`src/rtcp_pkg.sv`:
```
// constants, register map and field layout of the real time clock block
//
// Operation
// - writing periodic flag D7 one enters test mode
// - zero to test register clears all test conditions
// - writing periodic flag D7 zero leaves test mode
// - mode register D7:D6 select crystal frequency
// - clock start accepted only while oscillator runs
// - periodic flag D6 reads oscillator failure status
// - periodic flag D6 zero selects battery backed
// - battery backed entered only without oscillator failure
// - control one D7 enables power fail detection
// - mode D4 holds power fail enable in standby
// - address space is two pages of 32 bytes
// - BCD time, hundredths to year, leap, 12/24h
// - separate day of week, month, year counters
// - power fail raises interrupt and locks bus
// - power fail copies time into save RAM
// - periodic, alarm and power fail interrupt sources
// - unused alarm and save bytes are plain RAM
package rtcp_pkg;
  // register offsets within a page
  localparam logic [4:0] ADR_MAIN_STATUS = 5'h00;
  localparam logic [4:0] ADR_RT_MODE     = 5'h01;
  localparam logic [4:0] ADR_PERIODIC    = 5'h02;
  localparam logic [4:0] ADR_INT_CTL0    = 5'h03;
  localparam logic [4:0] ADR_INT_CTL1    = 5'h04;
  localparam logic [4:0] ADR_HUNDREDTHS  = 5'h05;
  localparam logic [4:0] ADR_SECONDS     = 5'h06;
  localparam logic [4:0] ADR_MINUTES     = 5'h07;
  localparam logic [4:0] ADR_HOURS       = 5'h08;
  localparam logic [4:0] ADR_DOM         = 5'h09;
  localparam logic [4:0] ADR_MONTH       = 5'h0A;
  localparam logic [4:0] ADR_YEAR        = 5'h0B;
  localparam logic [4:0] ADR_DOY_LO      = 5'h0C;
  localparam logic [4:0] ADR_DOY_HI      = 5'h0D;
  localparam logic [4:0] ADR_DOW         = 5'h0E;
  localparam logic [4:0] ADR_RAM_FIRST   = 5'h0F;
  localparam logic [4:0] ADR_ALM_SEC     = 5'h0F;
  localparam logic [4:0] ADR_ALM_MIN     = 5'h10;
  localparam logic [4:0] ADR_ALM_HOUR    = 5'h11;
  localparam logic [4:0] ADR_SAVE_SEC    = 5'h12;
  localparam logic [4:0] ADR_SAVE_MIN    = 5'h13;
  localparam logic [4:0] ADR_SAVE_HOUR   = 5'h14;
  localparam logic [4:0] ADR_SAVE_DOM    = 5'h15;
  localparam logic [4:0] ADR_SAVE_MONTH  = 5'h16;
  localparam logic [4:0] ADR_TEST_CTL    = 5'h1F;
  // bit positions
  localparam int BIT_PAGE_SEL     = 6;
  localparam int BIT_INT_PENDING  = 0;
  localparam int BIT_PF_FLAG      = 1;
  localparam int BIT_PERIOD_FLAG  = 2;
  localparam int BIT_ALARM_FLAG   = 3;
  localparam int BIT_TEST_MODE    = 7;
  localparam int BIT_OSC_FAIL     = 6;
  localparam int BIT_SUPPLY_MODE  = 6;
  localparam int BIT_CLOCK_START  = 3;
  localparam int BIT_PF_HOLD      = 4;
  localparam int BIT_HOUR_12      = 2;
  localparam int BIT_PF_ENABLE    = 7;
  localparam int BIT_ALARM_EN     = 3;
  localparam int BIT_SECOND_EN    = 1;
  localparam int BIT_OSC_SUPPRESS = 6;
  localparam int BIT_PM           = 7;
  // crystal select codes in mode register D7:D6
  localparam logic [1:0] XTAL_32K768 = 2'h0;
  localparam logic [1:0] XTAL_4M1943 = 2'h1;
  localparam logic [1:0] XTAL_4M9152 = 2'h2;
  localparam logic [1:0] XTAL_32K000 = 2'h3;
  // reset values
  localparam logic [7:0] RST_ZERO  = 8'h00;
  localparam logic [7:0] RST_ONE   = 8'h01;
  localparam logic [7:0] RST_DOY   = 8'h01;
  // timing: hundredths tick from the 50 MHz system clock
  localparam int TICK_PERIOD_NS = 10000000;
  localparam int CLK_PERIOD_NS  = 20;
  localparam int TICK_CYCLES    = TICK_PERIOD_NS / CLK_PERIOD_NS;
endpackage
```
`src/rtcp_core.sv`:
```
// real time clock: bus slave, calendar, supply mode and power fail control
`timescale 1ns/100ps
module rtcp_core #(
  parameter int TICK_CYCLES = rtcp_pkg::TICK_CYCLES
) (
  // clock and reset
  input  wire logic       i_clock,
  input  wire logic       i_rst,
  // memory-like processor bus
  input  wire logic       i_cs_n,
  input  wire logic       i_rd_n,
  input  wire logic       i_wr_n,
  input  wire logic [4:0] i_addr,
  input  wire logic [7:0] i_data,
  output logic      [7:0] o_data,
  output logic            o_data_oe,
  // oscillator and supply sensing
  input  wire logic       i_osc_running,
  input  wire logic       i_backup_above_main,
  input  wire logic       i_power_fail_input_n,
  // control outputs
  output logic      [1:0] o_crystal_select,
  output logic            o_battery_backed,
  output logic            o_power_fail_armed,
  output logic            o_interrupt
);

  // register state
  logic [7:0] rt_mode_reg, int_ctl0_reg, int_ctl1_reg, test_ctl_reg;
  logic       test_mode_reg, batt_mode_reg, page_reg, wr_n_prev_reg;
  logic       pf_flag_reg, per_flag_reg, alm_flag_reg, lock_reg;
  logic [7:0] hund_reg, sec_reg, min_reg, hour_reg, dom_reg;
  logic [7:0] month_reg, year_reg, doy_lo_reg, doy_hi_reg, dow_reg;
  logic [7:0] ram0_reg [16];
  logic [7:0] ram1_reg [32];
  logic [31:0] tick_cnt_reg;
  logic       tick, wr_stb, rd_act, osc_fail, pf_detect, leap;
  logic       c_sec, c_min, c_hour, c_day, c_month, c_year, hr12;
  logic [7:0] status_rd, rd_val;

  // BCD increment without wrap
  function automatic logic [7:0] bcd_inc(input logic [7:0] v);
    if (v[3:0] == 4'h9) begin
      bcd_inc = {v[7:4] + 4'h1, 4'h0};
    end else begin
      bcd_inc = {v[7:4], v[3:0] + 4'h1};
    end
  endfunction

  // last day of a month, BCD; leap decides February
  function automatic logic [7:0] month_len(input logic [7:0] m,
                                           input logic lp);
    case (m)
      8'h02:                      month_len = lp ? 8'h29 : 8'h28;
      8'h04, 8'h06, 8'h09, 8'h11: month_len = 8'h30;
      default:                    month_len = 8'h31;
    endcase
  endfunction

  // page 0 RAM index from bus address
  function automatic logic [3:0] ram_idx(input logic [4:0] a);
    ram_idx = 4'(a - rtcp_pkg::ADR_RAM_FIRST);
  endfunction

  // bus decode; the bus is ignored entirely while locked out
  assign wr_stb = ~i_cs_n & ~i_wr_n & wr_n_prev_reg & ~lock_reg;
  assign rd_act = ~i_cs_n & ~i_rd_n & ~lock_reg;
  // suppress bit in the test register masks the failure flag
  assign osc_fail = ~i_osc_running
                  & ~test_ctl_reg[rtcp_pkg::BIT_OSC_SUPPRESS];
  assign pf_detect = int_ctl1_reg[rtcp_pkg::BIT_PF_ENABLE]
                   & ~i_power_fail_input_n;
  assign leap = (rt_mode_reg[1:0] == 2'h0);
  assign hr12 = rt_mode_reg[rtcp_pkg::BIT_HOUR_12];

  // write strobe taken on the falling edge of the write line
  always_ff @(posedge i_clock) begin
    if (i_rst) begin
      wr_n_prev_reg <= 1'b1;
    end else begin
      wr_n_prev_reg <= i_wr_n;
    end
  end

  // hundredths tick divider, runs only when started and oscillating
  always_ff @(posedge i_clock) begin
    if (i_rst || !rt_mode_reg[rtcp_pkg::BIT_CLOCK_START]) begin
      tick_cnt_reg <= '0;
    end else if (tick) begin
      tick_cnt_reg <= '0;
    end else if (i_osc_running) begin
      tick_cnt_reg <= tick_cnt_reg + 32'h1;
    end
  end
  assign tick = (tick_cnt_reg == 32'(TICK_CYCLES - 1));

  // carry chain through the calendar
  always_comb begin
    c_sec   = tick && hund_reg == 8'h99;
    c_min   = c_sec && sec_reg == 8'h59;
    c_hour  = c_min && min_reg == 8'h59;
    c_day   = c_hour && (hr12 ? hour_reg == 8'h91 : hour_reg == 8'h23);
    c_month = c_day && dom_reg == month_len(month_reg, leap);
    c_year  = c_month && month_reg == 8'h12;
  end

  // timekeeping counters; a processor write wins over a count
  always_ff @(posedge i_clock) begin
    if (i_rst) begin
      hund_reg   <= rtcp_pkg::RST_ZERO;
      sec_reg    <= rtcp_pkg::RST_ZERO;
      min_reg    <= rtcp_pkg::RST_ZERO;
      hour_reg   <= rtcp_pkg::RST_ZERO;
      dom_reg    <= rtcp_pkg::RST_ONE;
      month_reg  <= rtcp_pkg::RST_ONE;
      year_reg   <= rtcp_pkg::RST_ZERO;
      doy_lo_reg <= rtcp_pkg::RST_DOY;
      doy_hi_reg <= rtcp_pkg::RST_ZERO;
      dow_reg    <= rtcp_pkg::RST_ONE;
    end else if (wr_stb && !page_reg) begin
      unique case (i_addr)
        rtcp_pkg::ADR_HUNDREDTHS: hund_reg   <= i_data;
        rtcp_pkg::ADR_SECONDS:    sec_reg    <= i_data;
        rtcp_pkg::ADR_MINUTES:    min_reg    <= i_data;
        rtcp_pkg::ADR_HOURS:      hour_reg   <= i_data;
        rtcp_pkg::ADR_DOM:        dom_reg    <= i_data;
        rtcp_pkg::ADR_MONTH:      month_reg  <= i_data;
        rtcp_pkg::ADR_YEAR:       year_reg   <= i_data;
        rtcp_pkg::ADR_DOY_LO:     doy_lo_reg <= i_data;
        rtcp_pkg::ADR_DOY_HI:     doy_hi_reg <= i_data;
        rtcp_pkg::ADR_DOW:        dow_reg    <= i_data;
        default: ;
      endcase
    end else if (tick) begin
      hund_reg <= c_sec ? 8'h00 : bcd_inc(hund_reg);
      if (c_sec) sec_reg <= c_min ? 8'h00 : bcd_inc(sec_reg);
      if (c_min) min_reg <= c_hour ? 8'h00 : bcd_inc(min_reg);
      // 12 hour: D7 is PM, 11 to 12 flips it, 12 rolls to 01
      if (c_hour && hr12) begin
        if (hour_reg[4:0] == 5'h12) begin
          hour_reg <= {hour_reg[7], 7'h01};
        end else if (hour_reg[4:0] == 5'h11) begin
          hour_reg <= {~hour_reg[7], 7'h12};
        end else begin
          hour_reg <= {hour_reg[7], 2'h0,
                       5'(bcd_inc({3'h0, hour_reg[4:0]}))};
        end
      end else if (c_hour) begin
        hour_reg <= c_day ? 8'h00 : bcd_inc(hour_reg);
      end
      // day counters kept separately
      if (c_day) begin
        dom_reg <= c_month ? 8'h01 : bcd_inc(dom_reg);
        dow_reg <= (dow_reg == 8'h07) ? 8'h01 : bcd_inc(dow_reg);
        if (c_year) begin
          doy_lo_reg <= 8'h01;
          doy_hi_reg <= 8'h00;
        end else if (doy_lo_reg == 8'h99) begin
          doy_lo_reg <= 8'h00;
          doy_hi_reg <= bcd_inc(doy_hi_reg);
        end else begin
          doy_lo_reg <= bcd_inc(doy_lo_reg);
        end
      end
      if (c_month) month_reg <= c_year ? 8'h01 : bcd_inc(month_reg);
      if (c_year) year_reg <= (year_reg == 8'h99) ? 8'h00 : bcd_inc(year_reg);
    end
  end

  // leap counter in mode D1:D0 counts down on new year, else software
  always_ff @(posedge i_clock) begin
    if (i_rst) begin
      rt_mode_reg <= rtcp_pkg::RST_ZERO;
    end else if (wr_stb && !page_reg && i_addr == rtcp_pkg::ADR_RT_MODE) begin
      rt_mode_reg <= i_data;
      // a stopped oscillator refuses the start bit
      if (!i_osc_running) begin
        rt_mode_reg[rtcp_pkg::BIT_CLOCK_START] <= 1'b0;
      end
    end else if (c_year) begin
      rt_mode_reg[1:0] <= rt_mode_reg[1:0] - 2'h1;
    end
  end

  // periodic flag register: test mode and supply mode
  always_ff @(posedge i_clock) begin
    if (i_rst) begin
      test_mode_reg <= 1'b0;
      batt_mode_reg <= 1'b0;
    end else if (wr_stb && !page_reg && i_addr == rtcp_pkg::ADR_PERIODIC) begin
      test_mode_reg <= i_data[rtcp_pkg::BIT_TEST_MODE];
      // only the supply mode moves; oscillator status is live
      if (i_data[rtcp_pkg::BIT_SUPPLY_MODE]) begin
        batt_mode_reg <= 1'b0;
      end else if (!osc_fail) begin
        batt_mode_reg <= 1'b1;
      end
    end
  end

  // test register writable only in test mode, zero clears it
  always_ff @(posedge i_clock) begin
    if (i_rst) begin
      test_ctl_reg <= rtcp_pkg::RST_ZERO;
    end else if (wr_stb && !page_reg && test_mode_reg
                 && i_addr == rtcp_pkg::ADR_TEST_CTL) begin
      test_ctl_reg <= i_data;
    end
  end

  // interrupt controls; power fail enable held through standby
  always_ff @(posedge i_clock) begin
    if (i_rst) begin
      int_ctl0_reg <= rtcp_pkg::RST_ZERO;
      int_ctl1_reg <= rtcp_pkg::RST_ZERO;
    end else begin
      if (wr_stb && !page_reg && i_addr == rtcp_pkg::ADR_INT_CTL0) begin
        int_ctl0_reg <= i_data;
      end
      if (wr_stb && !page_reg && i_addr == rtcp_pkg::ADR_INT_CTL1) begin
        int_ctl1_reg <= i_data;
      end else if (i_backup_above_main
                   && !rt_mode_reg[rtcp_pkg::BIT_PF_HOLD]) begin
        // without the hold bit standby drops detection to save power
        int_ctl1_reg[rtcp_pkg::BIT_PF_ENABLE] <= 1'b0;
      end
    end
  end

  // page select and sticky flags; a new event beats a clear
  always_ff @(posedge i_clock) begin
    if (i_rst) begin
      page_reg     <= 1'b0;
      pf_flag_reg  <= 1'b0;
      per_flag_reg <= 1'b0;
      alm_flag_reg <= 1'b0;
    end else begin
      if (wr_stb && i_addr == rtcp_pkg::ADR_MAIN_STATUS) begin
        page_reg <= i_data[rtcp_pkg::BIT_PAGE_SEL];
        if (i_data[rtcp_pkg::BIT_PF_FLAG])     pf_flag_reg  <= 1'b0;
        if (i_data[rtcp_pkg::BIT_PERIOD_FLAG]) per_flag_reg <= 1'b0;
        if (i_data[rtcp_pkg::BIT_ALARM_FLAG])  alm_flag_reg <= 1'b0;
      end
      if (pf_detect) pf_flag_reg <= 1'b1;
      if (c_sec) per_flag_reg <= 1'b1;
      if (c_sec && sec_reg == 8'h59 - 8'h00
          && ram0_reg[ram_idx(rtcp_pkg::ADR_ALM_MIN)] == min_reg
          && ram0_reg[ram_idx(rtcp_pkg::ADR_ALM_HOUR)] == hour_reg) begin
        alm_flag_reg <= 1'b1;
      end
    end
  end

  // lockout follows detection; released when the pin recovers
  always_ff @(posedge i_clock) begin
    if (i_rst) begin
      lock_reg <= 1'b0;
    end else begin
      lock_reg <= pf_detect;
    end
  end

  // alarm/save/general RAM on page 0, plain RAM on page 1
  always_ff @(posedge i_clock) begin
    if (wr_stb && !page_reg && i_addr >= rtcp_pkg::ADR_RAM_FIRST
        && i_addr != rtcp_pkg::ADR_TEST_CTL) begin
      ram0_reg[ram_idx(i_addr)] <= i_data;
    end
    if (wr_stb && page_reg && i_addr != rtcp_pkg::ADR_MAIN_STATUS) begin
      ram1_reg[i_addr] <= i_data;
    end
    // time logged once, on the first cycle of a failure
    if (pf_detect && !lock_reg) begin
      ram0_reg[ram_idx(rtcp_pkg::ADR_SAVE_SEC)]   <= sec_reg;
      ram0_reg[ram_idx(rtcp_pkg::ADR_SAVE_MIN)]   <= min_reg;
      ram0_reg[ram_idx(rtcp_pkg::ADR_SAVE_HOUR)]  <= hour_reg;
      ram0_reg[ram_idx(rtcp_pkg::ADR_SAVE_DOM)]   <= dom_reg;
      ram0_reg[ram_idx(rtcp_pkg::ADR_SAVE_MONTH)] <= month_reg;
    end
  end

  // read mux
  always_comb begin
    status_rd = 8'h00;
    status_rd[rtcp_pkg::BIT_PAGE_SEL]    = page_reg;
    status_rd[rtcp_pkg::BIT_PF_FLAG]     = pf_flag_reg;
    status_rd[rtcp_pkg::BIT_PERIOD_FLAG] = per_flag_reg;
    status_rd[rtcp_pkg::BIT_ALARM_FLAG]  = alm_flag_reg;
    status_rd[rtcp_pkg::BIT_INT_PENDING] = o_interrupt;
    rd_val = 8'h00;
    if (i_addr == rtcp_pkg::ADR_MAIN_STATUS) begin
      rd_val = status_rd;
    end else if (page_reg) begin
      rd_val = ram1_reg[i_addr];
    end else if (i_addr >= rtcp_pkg::ADR_RAM_FIRST
                 && i_addr != rtcp_pkg::ADR_TEST_CTL) begin
      rd_val = ram0_reg[ram_idx(i_addr)];
    end else begin
      unique case (i_addr)
        rtcp_pkg::ADR_RT_MODE:    rd_val = rt_mode_reg;
        rtcp_pkg::ADR_PERIODIC:   rd_val = {test_mode_reg, osc_fail,
                                            6'h00};
        rtcp_pkg::ADR_INT_CTL0:   rd_val = int_ctl0_reg;
        rtcp_pkg::ADR_INT_CTL1:   rd_val = int_ctl1_reg;
        rtcp_pkg::ADR_HUNDREDTHS: rd_val = hund_reg;
        rtcp_pkg::ADR_SECONDS:    rd_val = sec_reg;
        rtcp_pkg::ADR_MINUTES:    rd_val = min_reg;
        rtcp_pkg::ADR_HOURS:      rd_val = hour_reg;
        rtcp_pkg::ADR_DOM:        rd_val = dom_reg;
        rtcp_pkg::ADR_MONTH:      rd_val = month_reg;
        rtcp_pkg::ADR_YEAR:       rd_val = year_reg;
        rtcp_pkg::ADR_DOY_LO:     rd_val = doy_lo_reg;
        rtcp_pkg::ADR_DOY_HI:     rd_val = doy_hi_reg;
        rtcp_pkg::ADR_DOW:        rd_val = dow_reg;
        rtcp_pkg::ADR_TEST_CTL:   rd_val = test_ctl_reg;
        default:                  rd_val = 8'h00;
      endcase
    end
  end

  // registered outputs; data lags the strobe by one clock
  always_ff @(posedge i_clock) begin
    if (i_rst) begin
      o_data             <= 8'h00;
      o_data_oe          <= 1'b0;
      o_crystal_select   <= rtcp_pkg::XTAL_32K768;
      o_battery_backed   <= 1'b0;
      o_power_fail_armed <= 1'b0;
      o_interrupt        <= 1'b0;
    end else begin
      o_data             <= rd_act ? rd_val : 8'h00;
      o_data_oe          <= rd_act;
      o_crystal_select   <= rt_mode_reg[7:6];
      o_battery_backed   <= batt_mode_reg;
      o_power_fail_armed <= int_ctl1_reg[rtcp_pkg::BIT_PF_ENABLE];
      o_interrupt        <= pf_flag_reg
        | (per_flag_reg & int_ctl0_reg[rtcp_pkg::BIT_SECOND_EN])
        | (alm_flag_reg & int_ctl1_reg[rtcp_pkg::BIT_ALARM_EN]);
    end
  end
endmodule

```
`config.mk`:
```
export PLATFORM = sky130hd
export DESIGN_NAME = rtcp_core
export DESIGN_NICKNAME = d
export VERILOG_FILES = /design/src/rtcp_pkg.sv /design/src/rtcp_core.sv
export SDC_FILE = /design/constraint.sdc
export NUM_CORES = 1
export LEC_CHECK = 0
export ABC_AREA = 1
export BUFFER_PORTS_ARGS = -buffer_cell sky130_fd_sc_hd__buf_2
export CAP_MARGIN = 20
export CORE_UTILIZATION = 45
export CTS_CLUSTER_SIZE = 24
export DETAILED_ROUTE_END_ITERATION = 8
export SLEW_MARGIN = 30
export SYNTH_ARGS = -nofsm -noshare
export SYNTH_HDL_FRONTEND = slang
export SYNTH_SLANG_ARGS = --single-unit
```
`constraint.sdc`:
```
create_clock -name i_clock -period 3.6 [get_ports i_clock]
set_input_delay 0.18 -clock i_clock [delete_from_list [all_inputs] [get_ports i_clock]]
set_output_delay 0.18 -clock i_clock [all_outputs]
set_load 0.01 [all_outputs]
```
# After elaboration in Yosys (flattened, before gate mapping)
# Memories as Yosys holds them, arrays and structs flattened.
# Cells that the tools add are included.
# op_classes
eq_ne,60
n_mux,94
n_lt_le_gt_ge,1
bitwise,20
add_sub_neg,24
n_reduce_logical,88
# op_table
cell,count
$mux W8,66
$pmux W8 S15,1
$add A4 B1 Y4 const B,20
$eq A4 B4 Y1 const B,10
$reduce_and A4 Y1,9
$eq A5 B4 Y1 const B,7
$add A32 B1 Y32 const B,1
$eq A32 B19 Y1 const B,1
$eq A8 B8 Y1 const B,4
$reduce_bool A3 Y1,10
$reduce_bool A2 Y1,14
$reduce_and A3 Y1,9
$eq A8 B3 Y1 const B,3
$eq A8 B8 Y1,3
$logic_and A1 B1 Y1,24
$mux W1,22
$eq A5 B3 Y1 const B,4
$ne A2 B1 Y1 const B,10
$eq A8 B5 Y1 const B,2
$eq A8 B7 Y1 const B,2
$eq A5 B5 Y1 const B,3
$eq A5 B2 Y1 const B,2
$pmux W5 S2,1
$reduce_and A2 Y1,5
other kinds (30),54
# totals
memories,2
mem_bits_rw,384
output_inout_bits,14
ff_bits,166
word_cells,333
input_bits,21
# mem_list
memory,words,word_bits,read_ports,rd_ports_with_merged_regs,write_ports,line_no,source
ram1_reg,32,8,1,0,1,rtcp_core.sv:35,logic [7:0] ram1_reg [32];
ram0_reg,16,8,3,0,6,rtcp_core.sv:34,logic [7:0] ram0_reg [16];

# Logic depth before layout (Yosys ltp)
# Gate-level depths: netlist (run 1).
# logic_depth
word_depth,11
depth_mapped,17
ltp_nobuf,16

# Least setup slack after synthesis (run 1)
# No wires, ideal clock.
# synth_timing
path_type,input to register
startpoint,input port i_addr[0]
endpoint,memory ram1_reg[2][0] (enable)
path_buffers,4
required_ns,3.230
t_arrival_ns,2.451
setup_time_ns,0.370
slack_ns,0.779
cell_stages,13
cell_sequence,clkinv_1 -> clkbuf_1 -> buf_2 -> buf_1 -> ha_1 -> inv_1 -> nor2_1 -> inv_2 -> nand2_1 -> nor2_1 -> inv_1 -> clkbuf_1 -> nor2_1
# synth_via
elab_chain_len,4
# synth_lines
item,line_no,source
start: declaration,rtcp_core.sv:13,"input wire logic [4:0] i_addr,"
$reduce_bool A5 Y1,rtcp_core.sv:269,if (wr_stb && page_reg && i_addr != rtcp_pkg::ADR_MAIN_STATUS) begin
$logic_and A1 B1 Y1,rtcp_core.sv:269,
$mux W1,rtcp_core.sv:269,
$mux W1 (not written as such),rtcp_core.sv:270,ram1_reg[i_addr] <= i_data;
end: declaration,rtcp_core.sv:35,
# Parallel ways exist; a longest one is shown, timed or not.

# Final worst setup path (run 1)
# layout_timing
startpoint,input port i_addr[0]
endpoint,register o_data[7]
# layout_via
elab_chain_len,4
word_cells_on_any_way,26
classes_between,add/sub (1); order compare (1); eq/ne (16); mux (3); reduce/logical (3); memory (2)
# layout_lines
item,line_no,source
$sub A4 B4 Y4 (tied with other cells),rtcp_core.sv:62,ram_idx = 4'(a - rtcp_pkg::ADR_RAM_FIRST);
$mem_v2 Z16 W8 (tied with other cells),n/a,
$mux W8,rtcp_core.sv:295,end else if (i_addr >= rtcp_pkg::ADR_RAM_FIRST
$mux W8,rtcp_core.sv:293,end else if (page_reg) begin
end signal: assignment,rtcp_core.sv:331,o_data <= rd_act ? rd_val : 8'h00;
end: declaration,rtcp_core.sv:15,"output logic [7:0] o_data,"
# Parallel ways exist; a longest one is shown, timed or not.
# A chain may end at the register's enable or synchronous reset.

==> reports/metrics.yaml, run 1 <==
outcome:
  outcome: "completed"
clock_network:
  htree_levels: 2
  insertion_delay_ps: 660
  cts_tree: "built"
  clkSinkCount: 550
  numCtsBuffers: 57
  cts.clk_slew.worst_paths_ps: 60
  clk_path_buf_depth: 3
  cts-root-buf: "clkbuf_16"
floorplan:
  coreArea_sq_mm: 0.05628
  initial_core_util_pct: 45.50
  die_area_sq_mm: 0.05786
  die_x_um: 240.5
  rows: 87
  die_h_um: 240.5
  ios: 35
worst_setup_path:
  arrival_ps: 3520
  path_max_fanout: 197
  setup.worst_path.end_class: "flop"
  cp.required_ps: 4200
  crit_type: "in2reg"
  crit_chain: "buf_6 > inv_6 > buf_12 > ha_1 > inv_1 > nor2_1 > inv_1 > o22ai_1 > nor3_1 > nand4_1 > nand2_1 > nand2_1 > o211ai_1 > inv_1"
  crit_path_frequent_cell: "inv_1"
  max_stage_delay_ps: 570
  startpoint_type: "input pin"
  crit_path_top_delay_cell: "buf_12"
place:
  post-place-ws_ps: 223.2
  numPortBuffers: 34
  hpwl_um: 56470
  gp_congestion: 0.9678
routing:
  drt_drc_violations_left: 0
  wl_met2_um: 37910
  dr.pass1.iters: 6
  drt-initial-drc-count: 2189
  vias: 20744
  postRouteAntennaNets: 0
  viasPerCell: 5.780
  wirelength_um: 82550
  drt-met1-wl_um: 34900
  avgRoutedWirePerCell_um: 23.00
  routed.top_layer: "met4"
  dr_wl_met3_um: 6088
synth:
  syn_inst: 2714
  avgSynthCellArea_sq_um: 9.435
  synth_ff_type: "edfxtp_1"
  ys_seq_area_share_pct: 58.01
  yosysWarnings: 0
  synth_edf_count: 384
  async_flop_share_pct: 0
  synth_area_sq_mm: 0.02561
  yosysTopAreaCellShare_pct: 45.03
  ys_ff_latch: 550
  synth_cell_type_count: 58
  synth_top_area_cell: "edfxtp_1"
  synth_area_leaders: "edfxtp_1 (45%), dfxtp_1 (13%), o21ai_0 (7.2%)"
timing:
  rsz0062_at_grt: "false"
  finalCriticalPeriod_ps: 2917
  fin_ws_ps: 682.8
  hold_ws_ps: 42.48
  hold_viol_final: 0
  setup_viol: 0
  clock_skew_ps: 35.96
  fin_tns_setup_ps: 0
  slew-limit-headroom_pct: 32.21
  fin_crit_sh_pct: 81.03
  tightest_slew_ps: 1017
  slew_viol_final: 0
  fmax_mhz: 342.8
power:
  leakage_uw: 0.01010
  ir_drop_mv: 0.4015
  p_sw_share_pct: 24.85
  switchingPower_uw: 3408
  internal_power_uw: 10310
  pwr-share-seq_pct: 50.1
  clock_power_share_pct: 42.4
  power_frac_comb_pct: 7.5
  finalPower_uw: 13720
  power_density_mw_per_mm2: 476.5
final_layout:
  final_common_cell: "nor2_1"
  antenna_cells: 0
  largest_reg_flops: 256
  nets: 2847
  fillCellCount: 5216
  final_cell_mix: "nor2_1 (450), edfxtp_1 (384), o21ai_0 (366), nand2_1 (317), inv_1 (206)"
  area_delta_synth_final_pct: 12.41
  ff_latch_area_sq_mm: 0.01485
  drive_above_1_share_pct: 9.813
  multiInputGateArea_sq_mm: 0.009453
grt:
  grt_pass1_wl_um: 121800
  grt_antenna_before_repair: 2
  grt_max_degree: 198
  grt_pass1_vias: 19333
  track_usage_pct: 28.42
  overflow: 0
job:
  drv_cap: 0
hold_path:
  hold_path_class: "in2reg"
[per-stage QoR]
step | instances | instance area (sq um) | util (%)
after floorplan | 2721 | 25630 | -
after global placement | 3471 | 26850 | 47.71
after detailed placement | 3471 | 26850 | 47.72
after CTS | 3589 | 28780 | 51.15
after global routing | 3589 | 28780 | 51.15
final | 3589 | 28780 | 51.15
[kinds of logic (layout without fill, tap and decap cells)]
kind of cell    Yosys count  in the layout  share of synthesized area [%]
compound gates          696            696                          15.21
flops                   550            550                          58.01
fa+ha+maj                42             42                          2.052
xor+xnor                 62             62                          2.121
buf+inv                 340            452                          5.204
other cells               1              8                        0.01464
simple gates           1023           1023                          17.39
[power groups by stage]
stage	Sequential [uW]	Combinational, uW	Clock [uW]
floorplan	6980	582	0
global placement	7000	994	0
detailed placement	7000	1000	0
CTS	6870	1020	5890
global route	6870	1110	6140
finish	6870	1030	5820
[timing repair]
item,4_1_cts,5_1_grt
endpoints found under the hold margin,30,0
resized for setup,0,0
setup buffers,0,0
hold buffers,10,0
[critical path: cells and delay by family]
family | cells | cell delay, ps
AO/OA/AOI/OAI | 2 | 580
adder cells (fa/ha/maj) | 1 | 500
buffers and inverters | 6 | 1260
AND/OR/NAND/NOR | 5 | 950
[synth_stat cells, types with 9 or more instances]
library cell and number:
inv_2 19, dfxtp_1 166, nand2_1 317, a31oi_1 18
xor2_1 39, inv_1 208, or2_2 9, a211oi_1 11
a22o_1 10, ha_1 42, nor2_2 16, nor2_1 450
nand3_1 113, nand4_1 34, clkbuf_1 87, edfxtp_1 384
o22ai_1 115, a21oi_1 121, nor3_1 38, o21ai_0 366
buf_2 13, xnor2_1 23
[worst paths after layout]
kind | from | endpoint | slack, ps | cells after the start
worst min register to register | batt_mode_reg | o_battery_backed | 460 | 2
worst min-delay path | i_data[0] | ram0_reg[14][0] | 40 | 1
worst max register to register | tick_cnt_reg[0] | tick_cnt_reg[7] | 860 | 10
worst max-delay path | i_addr[0] | o_data[7] | 680 | 14
[per-layer routing]
| layer | GRT usage (%) | up-vias |
|---|---|---|
| met5 | 0 | - |
| met4 | 12.60 | 0 |
| met3 | 3.580 | 186 |
| met2 | 45.49 | 915 |
| met1 | 38.75 | 10031 |
| li1 | - | 9612 |
[area by class of cell]
class	count	area share, %
sequential	550	51.61
clock inverter	35	1.052
multi-input combinational	1831	32.84
timing repair buffer	112	2.865
clock buffer	73	5.303
inverter	232	3.047
tap	756	3.286
Note: power is estimated with default switching activity, not from simulation.
==> run 2: changes to the inputs <==
- ABC_AREA: 1 -> 0
- clock period: 3.6 -> 2.65 ns (I/O delays scaled with it)
==> reports/metrics.yaml, run 2 <==
grt:
  grt_antenna_before_repair: 1  # was 2
  overflow: 0  # unchanged
  track_usage_pct: 28.46  # was 28.42%
  grt_max_degree: 53  # was 198
  grt_pass1_vias: 18218  # was 19333
  grt_pass1_wl_um: 120100  # was 121800 um
final_layout:
  finalInstanceArea_sq_mm: 0.03085  # was 0.02878 sq mm
  final_cell_mix: "edfxtp_1 (384), buf_4 (244), dfxtp_1 (161), nand2_1 (149), nor2_1 (130)"  # was nor2_1 (450), edfxtp_1 (384), o21ai_0 (366), nand2_1 (317), inv_1 (206)
  final_core_util_pct: 55.57  # was 51.15%
  ff_latch_area_sq_mm: 0.01486  # was 0.01485 sq mm
  drive_above_1_share_pct: 26.93  # was 9.813%
  largest_reg_flops: 256  # unchanged
  final-instance-count-excl-fill: 3028  # was 3589
  final_common_cell: "edfxtp_1"  # was nor2_1
  antenna_cells: 0  # unchanged
  fillCellCount: 4612  # was 5216
  nets: 2295  # was 2847
  area_delta_synth_final_pct: 20.90  # was 12.41%
  multiInputGateArea_sq_mm: 0.01059  # was 0.009453 sq mm
synth:
  async_flop_share_pct: 0  # unchanged
  synth_edf_count: 384  # unchanged
  ys_seq_area_share_pct: 58.21  # was 58.01%
  synth_area_sq_mm: 0.02552  # was 0.02561 sq mm
  synth_area_leaders: "edfxtp_1 (45%), dfxtp_1 (13%), mux4_2 (10%)"  # was edfxtp_1 (45%), dfxtp_1 (13%), o21ai_0 (7.2%)
  synth_simple_gate_area_share_pct: 12.90  # was 17.39%
  synth_top_area_cell: "edfxtp_1"  # unchanged
  synth_top_family_by_area: "simple AND/OR/NAND/NOR gates"  # unchanged
  synth.most_common_cell: "edfxtp_1"  # was nor2_1
  synth-xor-area-share_pct: 1.785  # was 2.121%
  synth_ff_type: "edfxtp_1"  # unchanged
  synthAdderAreaFrac_pct: 2.059  # was 2.052%
  ys_ff_latch: 550  # unchanged
  synth_cell_type_count: 88  # was 58
  synth_mux_area_share_pct: 11.06  # was 0%
  synth_compound_area_share_pct: 11.33  # was 15.21%
  yosysWarnings: 0  # unchanged
  synth_commonest_cells: "edfxtp_1 (384), dfxtp_1 (166), nor2_1 (154)"  # was nor2_1 (450), edfxtp_1 (384), o21ai_0 (366)
  syn_inst: 1997  # was 2714
  yosysTopAreaCellShare_pct: 45.19  # was 45.03%
  avgSynthCellArea_sq_um: 12.78  # was 9.435 sq um
floorplan:
  rows: 86  # was 87
  die_x_um: 240.1  # was 240.5 um
  coreArea_sq_mm: 0.05552  # was 0.05628 sq mm
  ios: 35  # unchanged
  die_area_sq_mm: 0.05766  # was 0.05786 sq mm
  initial_core_util_pct: 45.96  # was 45.50%
  die_h_um: 240.1  # was 240.5 um
place:
  hpwl_um: 57120  # was 56470 um
  placed_cell_area_sq_mm: 0.02849  # was 0.02685 sq mm
  gp_congestion: 0.9930  # was 0.9678
  dp.cells: 2903  # was 3471
  numPortBuffers: 34  # unchanged
power:
  power_density_mw_per_mm2: 604.8  # was 476.5 mW/mm^2
  finalPower_uw: 18660  # was 13720 uW
  leakage_uw: 0.01066  # was 0.01010 uW
  clock_power_share_pct: 44.3  # was 42.4%
  pwr-share-seq_pct: 49.4  # was 50.1%
  p_sw_share_pct: 22.64  # was 24.85%
  power_frac_comb_pct: 6.3  # was 7.5%
  switchingPower_uw: 4225  # was 3408 uW
  ir_drop_mv: 0.5158  # was 0.4015 mV
  internal_power_uw: 14430  # was 10310 uW
timing:
  tightest_slew_ps: 1047  # was 1017 ps
  fin_tns_setup_ps: 0  # unchanged
  hold_viol_final: 0  # unchanged
  clock_skew_ps: 16.84  # was 35.96 ps
  setup_viol: 0  # unchanged
  fin_crit_sh_pct: 97.60
  rsz0062_at_grt: "true"  # was false
  finalCriticalPeriod_ps: 2586
  slew-limit-headroom_pct: 30.03  # was 32.21%
  slew_viol_final: 0  # unchanged
  fmax_mhz: 386.6
routing:
  wirelength_um: 80930  # was 82550 um
  dr.pass1.iters: 9  # was 6
  drt_drc_violations_left: 0  # unchanged
  vias: 18750  # was 20744
  avgRoutedWirePerCell_um: 26.73  # was 23.00 um
  viasPerCell: 6.192  # was 5.780
  postRouteAntennaNets: 0  # unchanged
  drt-initial-drc-count: 2336  # was 2189
worst_setup_path:
  max_stage_delay_ps: 590  # was 570 ps
  cp.required_ps: 3190  # was 4200 ps
  setup.worst_path.end_class: "flop"  # unchanged
  startpoint_type: "flop"  # was input pin
  crit_chain: "ha_4 > nor4b_4 > nand4_1 > or4_4 > or4_4 > a21o_1 > a221oi_2"  # was buf_6 > inv_6 > buf_12 > ha_1 > inv_1 > nor2_1 > inv_1 > o22ai_1 > nor3_1 > nand4_1 > nand2_1 > nand2_1 > o211ai_1 > inv_1
  crit_type: "reg2reg"  # was in2reg
  path_max_fanout: 3  # was 197
  crit_path_top_delay_cell: "or4_4"  # was buf_12
  crit_cells: 7  # was 14
  crit_family: "simple AND/OR/NAND/NOR gates"  # was buffers and inverters
  crit_path_frequent_cell: "or4_4"  # was inv_1
  reg2reg_depth: 7  # was 10
  arrival_ps: 3130  # was 3520 ps
  crit_buf_inv: 0  # was 6
clock_network:
  cts-root-buf: "clkbuf_16"  # unchanged
  cts_tree: "built"  # unchanged
  htree_levels: 2  # unchanged
  insertion_delay_ps: 630  # was 660 ps
  clk_path_buf_depth: 3  # unchanged
  clkSinkCount: 550  # unchanged
  numCtsBuffers: 58  # was 57
  cts.clk_slew.worst_paths_ps: 60  # about the same
hold_path:
  hold_path_class: "in2reg"  # unchanged
  hold_depth: 2  # was 1
job:
  drv_cap: 0  # unchanged
outcome:
  outcome: "completed"  # unchanged
## run 2: repair_timing
action,4_1_cts,5_1_grt
buffers inserted,1,4
setup endpoints to repair,24,54
hold endpoints to repair,19,0
pin swaps,3,16
hold buffers,12,0
resized for setup,6,42
## run 2: path summary, 6_finish.rpt
kind	to	startpoint	slack, ps
hold / removal	ram1_reg[16][6]	i_data[6]	60
hold reg to reg	int_ctl1_reg[1]	int_ctl1_reg[1]	470
setup reg to reg	dom_reg[4]	tick_cnt_reg[0]	60
setup / recovery	dom_reg[4]	tick_cnt_reg[0]	60
## run 2: per-stage QoR
stage / worst slack (ps) / hold slack [ps]
2_1_floorplan: -23.91 / 231.4
4_1_cts: 0.05884 / 25.90
6_report: 63.50 / 63.91
5_1_grt: -13.73 / 59.81
3_3_place_gp: -101.0 / 427.1
3_5_place_dp: -139.4 / 431.5
## run 2: cell families (layout without fill, tap and decap cells)
logic type	Yosys count	after routing
xor+xnor	52	52
compound gates	423	423
other cells	1	8
buf+inv	173	449
simple gates	618	618
flops	550	550
mux	138	138
fa+ha+maj	42	42
## run 2: layout make-up
type	count	share of cell area, %
clock inverters	32	1.127
well taps	748	3.033
inverters	41	0.4988
clock buffers	76	5.219
multi-input cells	1281	34.31
repair buffers	300	7.645
flip-flops and latches	550	48.17
## run 2: per-layer routing
| metal | wire, um | GRT usage, % | vias up |
|---|---|---|---|
| li1 | - | - | 8225 |
| met1 | 35390 | 41.15 | 9561 |
| met2 | 36980 | 44.05 | 819 |
| met3 | 5873 | 3.846 | 145 |
| met4 | 2686 | 9.786 | 0 |
| met5 | 0 | 0 | - |
## run 2: power groups by stage
stage / combinational [uW] / clock, uW / sequential [uW]
6_report: 1170 / 8260 / 9220
5_1_grt: 1230 / 8700 / 9220
4_1_cts: 1160 / 8380 / 9220
3_5_place_dp: 1140 / 0 / 9410
3_3_place_gp: 1130 / 0 / 9410
2_1_floorplan: 617 / 0 / 9400
